==> config.mk <==
export PLATFORM = sky130hd
export DESIGN_NAME = pmwc_power_mode_wake_control
export DESIGN_NICKNAME = d
export VERILOG_FILES = /design/src/common/pmwc_pkg.sv /design/src/rtl/pmwc_power_mode_wake_control.sv
export VERILOG_INCLUDE_DIRS = /design/src /design/src/common
export SDC_FILE = /design/constraint.sdc
export NUM_CORES = 1
export LEC_CHECK = 0
export BUFFER_PORTS_ARGS = -buffer_cell sky130_fd_sc_hd__buf_2
export CAP_MARGIN = 25
export CORE_ASPECT_RATIO = 0.9
export CORE_MARGIN = 5
export CORE_UTILIZATION = 48
export CTS_BUF_LIST = sky130_fd_sc_hd__clkbuf_8
export CTS_CLUSTER_DIAMETER = 50
export CTS_CLUSTER_SIZE = 40
export DETAILED_ROUTE_END_ITERATION = 8
export HOLD_SLACK_MARGIN = 0.15
export PLACE_DENSITY = 0.77
export SETUP_SLACK_MARGIN = 0.1
export SLEW_MARGIN = 20
export SYNTH_ARGS = -nofsm -noshare
export SYNTH_HDL_FRONTEND = slang
export SYNTH_SLANG_ARGS = --single-unit
==> constraint.sdc <==
create_clock -name SYS_CLK -period 1.7 [get_ports SYS_CLK]
set_input_delay 0.51 -clock SYS_CLK [delete_from_list [all_inputs] [get_ports SYS_CLK]]
set_output_delay 0.51 -clock SYS_CLK [all_outputs]
set_load 0.1 [all_outputs]
==> src/common/pmwc_consts.svh <==
// offsets, field positions and counts for the power mode and wake control block
`ifndef PMWC_CONSTS_SVH
`define PMWC_CONSTS_SVH
`define PMWC_ADDR_W           8
`define PMWC_OFS_PWR_CTRL     8'h87
`define PMWC_OFS_WAKE_CFG     8'hB5
`define PMWC_PWR_CTRL_RESET   8'h00
`define PMWC_WAKE_EN_RESET    4'h0
`define PMWC_BIT_SLEEP        7
`define PMWC_BIT_SUSPEND      6
`define PMWC_BIT_CLEAR        5
`define PMWC_BIT_RST_FLAG     4
`define PMWC_BIT_STOP         1
`define PMWC_BIT_IDLE         0
`define PMWC_GPF_HI           7
`define PMWC_GPF_LO           2
`define PMWC_SRC_HI           3
`define PMWC_WAKE_HIDE_CYC    2'h2
`endif

==> src/common/pmwc_pkg.sv <==
// types for the power mode and wake control block
`default_nettype none
package pmwc_pkg;
  typedef enum logic [1:0] {
    PMWC_RUN,
    PMWC_SUSPEND,
    PMWC_SLEEP
  } pmwc_mode_e;
endpackage : pmwc_pkg
`default_nettype wire

==> src/rtl/pmwc_power_mode_wake_control.sv <==
// power mode select, wake-up source enables and wake-up flags
//
// Function
// RQ1: writing 1 to wake config bit 7 enters sleep mode
// RQ2: writing 1 to wake config bit 6 enters suspend mode; the code enters sleep instead when bit 7 is also written 1
// RQ3: writing 1 to wake config bit 5 clears all wake flags at once
// RQ4: bit 4 reads the reset pin falling edge flag
// RQ5: bit 3 enables oscillator fail wake; reads oscillator fail flag
// RQ6: bit 2 enables alarm wake; reads alarm flag
// RQ7: bit 1 enables port match wake; reads port match flag
// RQ8: bit 0 enables comparator rise wake; reads comparator flag
// RQ9: software avoids read-modify-write; reads give flags, not enables
// RQ10: software re-enables wake sources with every sleep or suspend write
// RQ11: any set flag blocks suspend and sleep, keeps low power oscillator on
// RQ12: software clears sources and flags after reset and after wake
// RQ13: power control bits 7:2 are six read/write general flags
// RQ14: writing 1 to power control bit 1 enters stop mode
// RQ15: writing 1 to power control bit 0 enters idle mode; the code raises no IDLE_REQ when bit 1 is also written 1
// RQ16: flags update on their event regardless of enable, also after wake
// RQ17: flags read 0 for two clocks after wake from suspend
// RQ18: reset pin falling edge always wakes from sleep
// RQ19: software writes enables in the same write as the mode select
// RQ20: write-only select and clear bits read as 0
// RQ21: enabled event or reset pin edge ends suspend or sleep at once
`timescale 1ns/1ps
`default_nettype none
`include "pmwc_consts.svh"

module pmwc_power_mode_wake_control
  import pmwc_pkg::*;
#(
  parameter int SRC_N = 4
) (
  input  wire logic                      SYS_CLK,
  input  wire logic                      RESETN,
  input  wire logic [`PMWC_ADDR_W-1:0]   ADDR,
  input  wire logic [7:0]                WDATA,
  input  wire logic                      WR,
  input  wire logic                      RD,
  output logic      [7:0]                RDATA,
  input  wire logic                      RST_PIN_N,
  input  wire logic                      RTC_OSC_FAIL,
  input  wire logic                      RTC_ALARM,
  input  wire logic                      PORT_MATCH,
  input  wire logic                      COMPARATOR_OUT,
  output logic                           SLEEP_MODE,
  output logic                           SUSPEND_MODE,
  output logic                           STOP_REQ,
  output logic                           IDLE_REQ,
  output logic                           LP_OSC_KEEP_ON
);

  ////////////////////////////////////////////////////////////////////////////
  // decode and event detection
  logic                 wr_cfg;
  logic                 wr_pwr;
  logic                 rst_pin_q;
  logic                 cmp_q;
  logic                 rst_fall;
  logic [SRC_N-1:0]     src_evt;
  logic [SRC_N-1:0]     wake_en_q;
  logic [SRC_N-1:0]     src_flag_q;
  logic                 rst_flag_q;
  logic                 any_flag;
  logic                 wake_evt;
  logic [5:0]           gpf_q;
  logic [1:0]           hide_q;
  pmwc_mode_e           mode_q;

  assign wr_cfg   = WR && (ADDR == `PMWC_OFS_WAKE_CFG);
  assign wr_pwr   = WR && (ADDR == `PMWC_OFS_PWR_CTRL);
  assign rst_fall = rst_pin_q && !RST_PIN_N;
  // comparator counts only on its rising edge; other sources are levels
  assign src_evt  = {RTC_OSC_FAIL, RTC_ALARM, PORT_MATCH, COMPARATOR_OUT && !cmp_q};
  assign any_flag = rst_flag_q || (|src_flag_q);
  assign wake_evt = rst_fall || (|(src_evt & wake_en_q)); // RQ18 RQ21

  always_ff @(posedge SYS_CLK or negedge RESETN) begin
    if (!RESETN) begin
      rst_pin_q <= 1'b1;
      cmp_q     <= 1'b0;
    end else begin
      rst_pin_q <= RST_PIN_N;
      cmp_q     <= COMPARATOR_OUT;
    end
  end

  ////////////////////////////////////////////////////////////////////////////
  // wake source enables
  always_ff @(posedge SYS_CLK or negedge RESETN) begin
    if (!RESETN) begin
      wake_en_q <= `PMWC_WAKE_EN_RESET;
    end else if (wr_cfg) begin
      wake_en_q <= WDATA[`PMWC_SRC_HI:0]; // RQ5 RQ6 RQ7 RQ8
    end
  end

  ////////////////////////////////////////////////////////////////////////////
  // wake flags: set wins over clear, set whether enabled or not
  always_ff @(posedge SYS_CLK or negedge RESETN) begin
    if (!RESETN) begin
      src_flag_q <= '0;
      rst_flag_q <= 1'b0;
    end else begin
      if (wr_cfg && WDATA[`PMWC_BIT_CLEAR]) begin
        src_flag_q <= src_evt; // RQ3 RQ16
        rst_flag_q <= rst_fall; // RQ3 RQ4
      end else begin
        src_flag_q <= src_flag_q | src_evt; // RQ16
        rst_flag_q <= rst_flag_q | rst_fall; // RQ4
      end
    end
  end

  ////////////////////////////////////////////////////////////////////////////
  // low power mode state
  always_ff @(posedge SYS_CLK or negedge RESETN) begin
    if (!RESETN) begin
      mode_q <= PMWC_RUN;
    end else begin
      unique case (mode_q)
        PMWC_RUN: begin
          // refused while a flag is set
          if (wr_cfg && !any_flag) begin // RQ11
            if (WDATA[`PMWC_BIT_SLEEP]) begin
              mode_q <= PMWC_SLEEP; // RQ1
            end else if (WDATA[`PMWC_BIT_SUSPEND]) begin
              mode_q <= PMWC_SUSPEND; // RQ2
            end
          end
        end
        PMWC_SUSPEND,
        PMWC_SLEEP: begin
          if (wake_evt) begin
            mode_q <= PMWC_RUN; // RQ21
          end
        end
      endcase
    end
  end

  // flags hidden for two clocks after leaving suspend
  always_ff @(posedge SYS_CLK or negedge RESETN) begin
    if (!RESETN) begin
      hide_q <= 2'h0;
    end else if (mode_q == PMWC_SUSPEND && wake_evt) begin
      hide_q <= `PMWC_WAKE_HIDE_CYC; // RQ17
    end else if (hide_q != 2'h0) begin
      hide_q <= hide_q - 2'h1;
    end
  end

  ////////////////////////////////////////////////////////////////////////////
  // power control: general flags, stop and idle pulses
  always_ff @(posedge SYS_CLK or negedge RESETN) begin
    if (!RESETN) begin
      gpf_q <= 6'(`PMWC_PWR_CTRL_RESET >> `PMWC_GPF_LO);
    end else if (wr_pwr) begin
      gpf_q <= WDATA[`PMWC_GPF_HI:`PMWC_GPF_LO]; // RQ13
    end
  end

  always_ff @(posedge SYS_CLK or negedge RESETN) begin
    if (!RESETN) begin
      STOP_REQ <= 1'b0;
      IDLE_REQ <= 1'b0;
    end else begin
      STOP_REQ <= wr_pwr && WDATA[`PMWC_BIT_STOP]; // RQ14
      IDLE_REQ <= wr_pwr && WDATA[`PMWC_BIT_IDLE] && !WDATA[`PMWC_BIT_STOP]; // RQ15
    end
  end

  ////////////////////////////////////////////////////////////////////////////
  // outputs and read port
  always_ff @(posedge SYS_CLK or negedge RESETN) begin
    if (!RESETN) begin
      SLEEP_MODE     <= 1'b0;
      SUSPEND_MODE   <= 1'b0;
      LP_OSC_KEEP_ON <= 1'b1;
    end else begin
      SLEEP_MODE     <= (mode_q == PMWC_SLEEP);
      SUSPEND_MODE   <= (mode_q == PMWC_SUSPEND);
      LP_OSC_KEEP_ON <= (mode_q == PMWC_RUN) || any_flag; // RQ11
    end
  end

  always_ff @(posedge SYS_CLK or negedge RESETN) begin
    if (!RESETN) begin
      RDATA <= 8'h00;
    end else if (RD && ADDR == `PMWC_OFS_WAKE_CFG) begin
      // select and clear bits read 0; enables never read back
      if (hide_q != 2'h0) begin
        RDATA <= 8'h00; // RQ17
      end else begin
        RDATA <= {3'h0, rst_flag_q, src_flag_q}; // RQ20 RQ9
      end
    end else if (RD && ADDR == `PMWC_OFS_PWR_CTRL) begin
      RDATA <= {gpf_q, 2'h0}; // RQ13 RQ20
    end else begin
      RDATA <= 8'h00;
    end
  end

  ////////////////////////////////////////////////////////////////////////////
  // assertions
  property p_sleep_entry;
    @(posedge SYS_CLK) disable iff (!RESETN)
      (mode_q == PMWC_RUN && wr_cfg && WDATA[`PMWC_BIT_SLEEP] && !any_flag)
      |=> (mode_q == PMWC_SLEEP) ##1 SLEEP_MODE;
  endproperty
  a_sleep_entry: assert property (p_sleep_entry) else $error("sleep not entered"); // RQ1

  property p_suspend_entry;
    @(posedge SYS_CLK) disable iff (!RESETN)
      (mode_q == PMWC_RUN && wr_cfg && !WDATA[`PMWC_BIT_SLEEP]
       && WDATA[`PMWC_BIT_SUSPEND] && !any_flag) |-> ##2 SUSPEND_MODE;
  endproperty
  a_suspend_entry: assert property (p_suspend_entry) else $error("suspend not entered"); // RQ2

  property p_clear_all;
    @(posedge SYS_CLK) disable iff (!RESETN)
      (wr_cfg && WDATA[`PMWC_BIT_CLEAR] && !rst_fall && src_evt == '0) |=> !any_flag;
  endproperty
  a_clear_all: assert property (p_clear_all) else $error("flags not cleared"); // RQ3

  property p_rst_flag;
    @(posedge SYS_CLK) disable iff (!RESETN)
      rst_fall |=> rst_flag_q;
  endproperty
  a_rst_flag: assert property (p_rst_flag) else $error("reset pin flag missed"); // RQ4

  property p_refuse;
    @(posedge SYS_CLK) disable iff (!RESETN)
      (mode_q == PMWC_RUN && any_flag) |=> (mode_q == PMWC_RUN) ##1 LP_OSC_KEEP_ON;
  endproperty
  a_refuse: assert property (p_refuse) else $error("low power entered with flag set"); // RQ11

  property p_gpf;
    @(posedge SYS_CLK) disable iff (!RESETN)
      (wr_pwr ##1 (RD && ADDR == `PMWC_OFS_PWR_CTRL && !wr_pwr))
      |=> RDATA == {$past(WDATA, 2) & 8'hFC};
  endproperty
  a_gpf: assert property (p_gpf) else $error("general flag readback wrong"); // RQ13

  property p_stop;
    @(posedge SYS_CLK) disable iff (!RESETN)
      (wr_pwr && WDATA[`PMWC_BIT_STOP]) |=> STOP_REQ ##1 !STOP_REQ || $past(wr_pwr);
  endproperty
  a_stop: assert property (p_stop) else $error("stop request missing"); // RQ14

  property p_idle;
    @(posedge SYS_CLK) disable iff (!RESETN)
      IDLE_REQ |-> $past(wr_pwr && WDATA[`PMWC_BIT_IDLE]);
  endproperty
  a_idle: assert property (p_idle) else $error("idle without request"); // RQ15

  property p_hide;
    @(posedge SYS_CLK) disable iff (!RESETN)
      (mode_q == PMWC_SUSPEND && wake_evt ##1 (RD && ADDR == `PMWC_OFS_WAKE_CFG))
      |=> RDATA == 8'h00;
  endproperty
  a_hide: assert property (p_hide) else $error("flags visible too early"); // RQ17

  property p_wake;
    @(posedge SYS_CLK) disable iff (!RESETN)
      (mode_q != PMWC_RUN && wake_evt) |=> mode_q == PMWC_RUN ##1 !SLEEP_MODE && !SUSPEND_MODE;
  endproperty
  a_wake: assert property (p_wake) else $error("no wake on event"); // RQ21 RQ18

  property p_sleep_wins;
    @(posedge SYS_CLK) disable iff (!RESETN)
      (mode_q == PMWC_RUN && wr_cfg && WDATA[`PMWC_BIT_SLEEP] && WDATA[`PMWC_BIT_SUSPEND]
       && !any_flag) |=> (mode_q == PMWC_SLEEP);
  endproperty
  a_sleep_wins: assert property (p_sleep_wins) else $error("sleep not preferred"); // RQ1

  property p_lp_osc;
    @(posedge SYS_CLK) disable iff (!RESETN)
      any_flag |=> LP_OSC_KEEP_ON;
  endproperty
  a_lp_osc: assert property (p_lp_osc) else $error("oscillator released with flag set"); // RQ11

  property p_flag_set;
    @(posedge SYS_CLK) disable iff (!RESETN)
      (src_evt != '0) |=> ((src_flag_q & $past(src_evt)) == $past(src_evt));
  endproperty
  a_flag_set: assert property (p_flag_set) else $error("wake flag not set on event"); // RQ16

  property p_en_write;
    @(posedge SYS_CLK) disable iff (!RESETN)
      wr_cfg |=> (wake_en_q == $past(WDATA[`PMWC_SRC_HI:0]));
  endproperty
  a_en_write: assert property (p_en_write) else $error("wake enables not written"); // RQ5 RQ6 RQ7 RQ8

  property p_hide_second;
    @(posedge SYS_CLK) disable iff (!RESETN)
      ((mode_q == PMWC_SUSPEND && wake_evt) ##2 (RD && ADDR == `PMWC_OFS_WAKE_CFG)) |=> RDATA == 8'h00;
  endproperty
  a_hide_second: assert property (p_hide_second) else $error("flags visible in second clock"); // RQ17

  property p_cfg_wo_zero;
    @(posedge SYS_CLK) disable iff (!RESETN)
      (RD && ADDR == `PMWC_OFS_WAKE_CFG) |=> (RDATA[`PMWC_BIT_SLEEP:`PMWC_BIT_CLEAR] == 3'h0);
  endproperty
  a_cfg_wo_zero: assert property (p_cfg_wo_zero) else $error("wake command bits read back"); // RQ20

  property p_pwr_wo_zero;
    @(posedge SYS_CLK) disable iff (!RESETN)
      (RD && ADDR == `PMWC_OFS_PWR_CTRL) |=> (RDATA[`PMWC_BIT_STOP:`PMWC_BIT_IDLE] == 2'h0);
  endproperty
  a_pwr_wo_zero: assert property (p_pwr_wo_zero) else $error("stop or idle bit read back"); // RQ20

  property p_rst_wake;
    @(posedge SYS_CLK) disable iff (!RESETN)
      (mode_q == PMWC_SLEEP && rst_fall) |=> (mode_q == PMWC_RUN);
  endproperty
  a_rst_wake: assert property (p_rst_wake) else $error("reset pin edge did not wake"); // RQ18

  property p_stay_low;
    @(posedge SYS_CLK) disable iff (!RESETN)
      (mode_q != PMWC_RUN && !wake_evt) |=> (mode_q == $past(mode_q));
  endproperty
  a_stay_low: assert property (p_stay_low) else $error("low power left without event"); // RQ21

  property p_gpf_hold;
    @(posedge SYS_CLK) disable iff (!RESETN)
      !wr_pwr |=> $stable(gpf_q);
  endproperty
  a_gpf_hold: assert property (p_gpf_hold) else $error("general flags changed without write"); // RQ13

  property p_idle_pulse;
    @(posedge SYS_CLK) disable iff (!RESETN)
      (wr_pwr && WDATA[`PMWC_BIT_IDLE] && !WDATA[`PMWC_BIT_STOP]) |=> IDLE_REQ;
  endproperty
  a_idle_pulse: assert property (p_idle_pulse) else $error("idle request missing"); // RQ15

  property p_stop_cause;
    @(posedge SYS_CLK) disable iff (!RESETN)
      STOP_REQ |-> $past(wr_pwr && WDATA[`PMWC_BIT_STOP]);
  endproperty
  a_stop_cause: assert property (p_stop_cause) else $error("stop without request"); // RQ14

  c_sleep_wake: cover property (@(posedge SYS_CLK) disable iff (!RESETN)
    mode_q == PMWC_SLEEP ##[1:50] rst_fall);
  c_suspend_wake: cover property (@(posedge SYS_CLK) disable iff (!RESETN)
    mode_q == PMWC_SUSPEND && wake_evt);
  c_refused: cover property (@(posedge SYS_CLK) disable iff (!RESETN)
    wr_cfg && WDATA[`PMWC_BIT_SLEEP] && any_flag);
  c_clear_race: cover property (@(posedge SYS_CLK) disable iff (!RESETN)
    wr_cfg && WDATA[`PMWC_BIT_CLEAR] && rst_fall);

endmodule : pmwc_power_mode_wake_control
`default_nettype wire

==> results.py <==
metrics = {
    "floorplanning": {
        "ios": 38,
        "initial_utilization_pct": 50.4,
        "die_x_um": 66.9,
        "chipHeight_um": 61.2,
        "dieArea_um2": 4090,
        "rows": 18,
        "core_um2": 2770,
    },
    "global_route": {
        "grt_max_degree": 35,
        "gr-total-overflow": 0,
        "antenna_found_initial": 0,
        "grt_pass1_wl_mm": 4.68,
        "grt.total_usage_pct": 15.9,
        "grt_pass1_vias": 1065,
    },
    "sta": {
        "fin_skew_ps": 8.29,
        "final.period_utilization_pct": 95.6,
        "hold_violations": 0,
        "drv_slew": 0,
        "rsz0062_at_grt": "yes",
        "period_minus_slack_ps": 1630,
        "finalSetupViolations": 0,
        "max_slew.worst_pin.slew_ps": 488,
        "slew_headroom_pct": 67.7,
        "fmax_ghz": 0.615,
        "timing.final.ws_setup_ps": 74.6,
        "holdWs_ps": 235,
    },
    "yosys": {
        "synthXorXnorAreaFrac_pct": 0.627,
        "yosysTopAreaCellShare_pct": 57.3,
        "synth_compound_area_share_pct": 11.6,
        "async_flop_share_pct": 100,
        "ys_seq_area_share_pct": 61.1,
        "ys_top_cells_by_count": "dfrtp_1, mux2_2, inv_1, and2_1, a22o_1",
        "synth_warnings": 0,
        "syn_nets": 132,
        "ys_ff_latch": 34,
        "yosysTopAreaCell": "dfrtp_1",
        "synth_fa_ha_area_share_pct": 3.58,
        "yosysMostFrequentCell": "dfrtp_1",
        "synth_area_um2": 1400,
        "ys_types": 29,
        "synth_top_flop_cell": "dfrtp_1",
        "synth.avg_cell_area_um2": 13.6,
        "synth_top_family_by_area": "simple AND/OR/NAND/NOR gates",
        "synthMuxAreaShare_pct": 8.06,
        "yosys-top-cells-area": "dfrtp_1, mux2_2, dfstp_2, a22o_1, ha_1",
        "postSynthCellCount": 103,
        "synth_enable_flop_cells": 0,
        "yosys.area_share.simple_pct": 12.3,
    },
    "placement": {
        "hpwl_mm": 2.18,
        "dp.cells": 183,
        "place_area_um2": 1670,
        "dpl_worst_slack_ps": -171,
        "gp_congestion": 0.698,
        "portBuffers": 37,
    },
    "power": {
        "seqPwrFrac_pct": 37.8,
        "vdd_drop_max_mv": 0.990,
        "power_leakage_uw": 0.000958,
        "switching_power_uw": 734,
        "power_frac_comb_pct": 25.9,
        "pwr-share-clk_pct": 36.3,
        "p_per_area_nw_per_um2": 1360,
        "power_uw": 2510,
        "p_int_uw": 1770,
        "swShare_pct": 29.3,
    },
    "route": {
        "wire_per_inst_um": 14.3,
        "num_vias": 970,
        "drtAntennaViolNets": 0,
        "post_drt_via_cell_ratio": 4.97,
        "first_pass_iters": 4,
        "drtIter0Drc": 25,
        "drc_errors": 0,
        "wirelength_mm": 2.79,
    },
    "cells_and_area": {
        "fin_nets": 183,
        "stdcell_count": 195,
        "design_area_um2": 1850,
        "fillers": 208,
        "syn_to_final_growth_pct": 32.4,
        "multi_input_area_um2": 513,
        "seq_area_um2": 853,
        "antenna_cells": 0,
        "layout-drive-gt1-share_pct": 47.7,
    },
    "clock_tree": {
        "cts.clk_slew.worst_paths_ps": 70,
        "clock_path_buffers": 2,
        "ctsHoldBuffers": 0,
        "clkLatencyLatePin_ps": 280,
        "cts_max_level": 2,
        "cts.sinks": 34,
        "cts_root_buf": "clkbuf_8",
        "cts_tree": "built",
        "numCtsBuffers": 5,
    },
    "worst_setup_path": {
        "critPathRequiredTime_ps": 1870,
        "crit_chain": "or4_4 > o31ai_4 > o221ai_2 > a22o_1",
        "cpMaxStageDelayCell": "or4_4",
        "start_kind": "flop",
        "r2r-end": "mode_q[0]$_DFFE_PN0P_",
        "crit_path_max_incr_delay_ps": 570,
        "critPathCaptureType": "flop",
        "r2r_slack_ps": 70,
        "reg2reg_depth": 4,
        "cp_max_fo": 3,
        "criticalPathCategory": "flop to flop",
        "cp.arrival_ps": 1790,
        "rr_startpoint": "src_flag_q[2]$_DFF_PN0_",
    },
    "hold_path": {
        "hp-class": "input port to asynchronous set/reset pin",
    },
    "status": {
        "status": "finished, final reports clean",
    },
    "run": {
        "maxCapViolations": 0,
    },
}
flip-flops by register name, summed over array words and instances (netlist names):
name	flops
IDLE_REQ	1
LP_OSC_KEEP_ON	1
RDATA	8
SLEEP_MODE	1
STOP_REQ	1
SUSPEND_MODE	1
cmp_q	1
gpf_q	6
hide_q	2
mode_q	2
rst_flag_q	1
rst_pin_q	1
src_flag_q	4
wake_en_q	4
cell usage in the layout (no fill, tap or decap), drive strengths merged, types with 2 or more instances in the layout:
cell type and count:
buf 45, dfrtp 32, mux2 10, inv 8, and2 7, a22o 7, clkbuf 6, nor2 6
nand2 4, ha 4, a21o 4, and3b 3, dfstp 2, nand3 2, bufinv 2
final cells by class:
cell class / instances / share of cell area, %
inverter: 8 / 1.62
timing repair buffer: 45 / 14.1
multi-input combinational: 60 / 27.7
tap: 40 / 2.71
sequential: 34 / 46.1
clock buffer: 6 / 4.47
clock inverter: 2 / 3.25
worst max path at each step:
stage,from,endpoint,cells past startpoint
after floorplan,ADDR[6],mode_q[1]$_DFFE_PN0P_,5
after global placement,ADDR[6],src_flag_q[2]$_DFF_PN0_,5
after detailed placement,ADDR[6],src_flag_q[0]$_DFF_PN0_,5
after CTS,src_flag_q[2]$_DFF_PN0_,mode_q[0]$_DFFE_PN0P_,4
after global routing,src_flag_q[2]$_DFF_PN0_,mode_q[0]$_DFFE_PN0P_,4
final,src_flag_q[2]$_DFF_PN0_,mode_q[0]$_DFFE_PN0P_,4
per-layer routing:
| layer | GRT usage, % | wire length (um) | vias to the layer above |
|---|---|---|---|
| met5 | 0 | 0 | - |
| li1 | - | - | 463 |
| met3 | 4.38 | 127 | 7 |
| met4 | 7.51 | 56 | 0 |
| met2 | 28.5 | 1510 | 25 |
| met1 | 17.8 | 1100 | 475 |
power groups by stage:
stage | clock (uW) | combinational [uW] | sequential, uW
after detailed placement | 0 | 655 | 966
after CTS | 928 | 657 | 950
after global routing | 973 | 720 | 962
after global placement | 0 | 619 | 957
after floorplan | 0 | 330 | 1130
final | 910 | 649 | 948
logic make-up (layout without fill, tap and decap cells):
kind of cell / Yosys count / count (layout)
AND/OR/NAND/NOR: 28 / 28
multiplexers: 10 / 10
XOR/XNOR: 1 / 1
AO/OA/AOI/OAI: 17 / 17
adder cells (fa/ha/maj): 4 / 4
flip-flops: 34 / 34
buffers and inverters: 9 / 61
worst max-delay path, delay by kind of cell, from the launching register on:
family	cells	cell delay (ps)
simple gates	1	570
flops	1	380
compound gates	3	580
per-stage QoR:
step,setup TNS (ps),util (%)
after floorplan,0,-
after global placement,-1440,60.4
after detailed placement,-2000,60.4
after CTS,0,66.1
after global routing,0,66.8
final,0,66.8
what timing repair did:
action                                 4_1_cts  5_1_grt
buffers inserted                             2        2
resized for setup                            0        2
endpoints found under the hold margin        0        0
cloned                                       0        0
setup endpoints to repair                    2        4
pin swaps                                    1        0
Note: power is estimated with default switching activity, not from simulation.
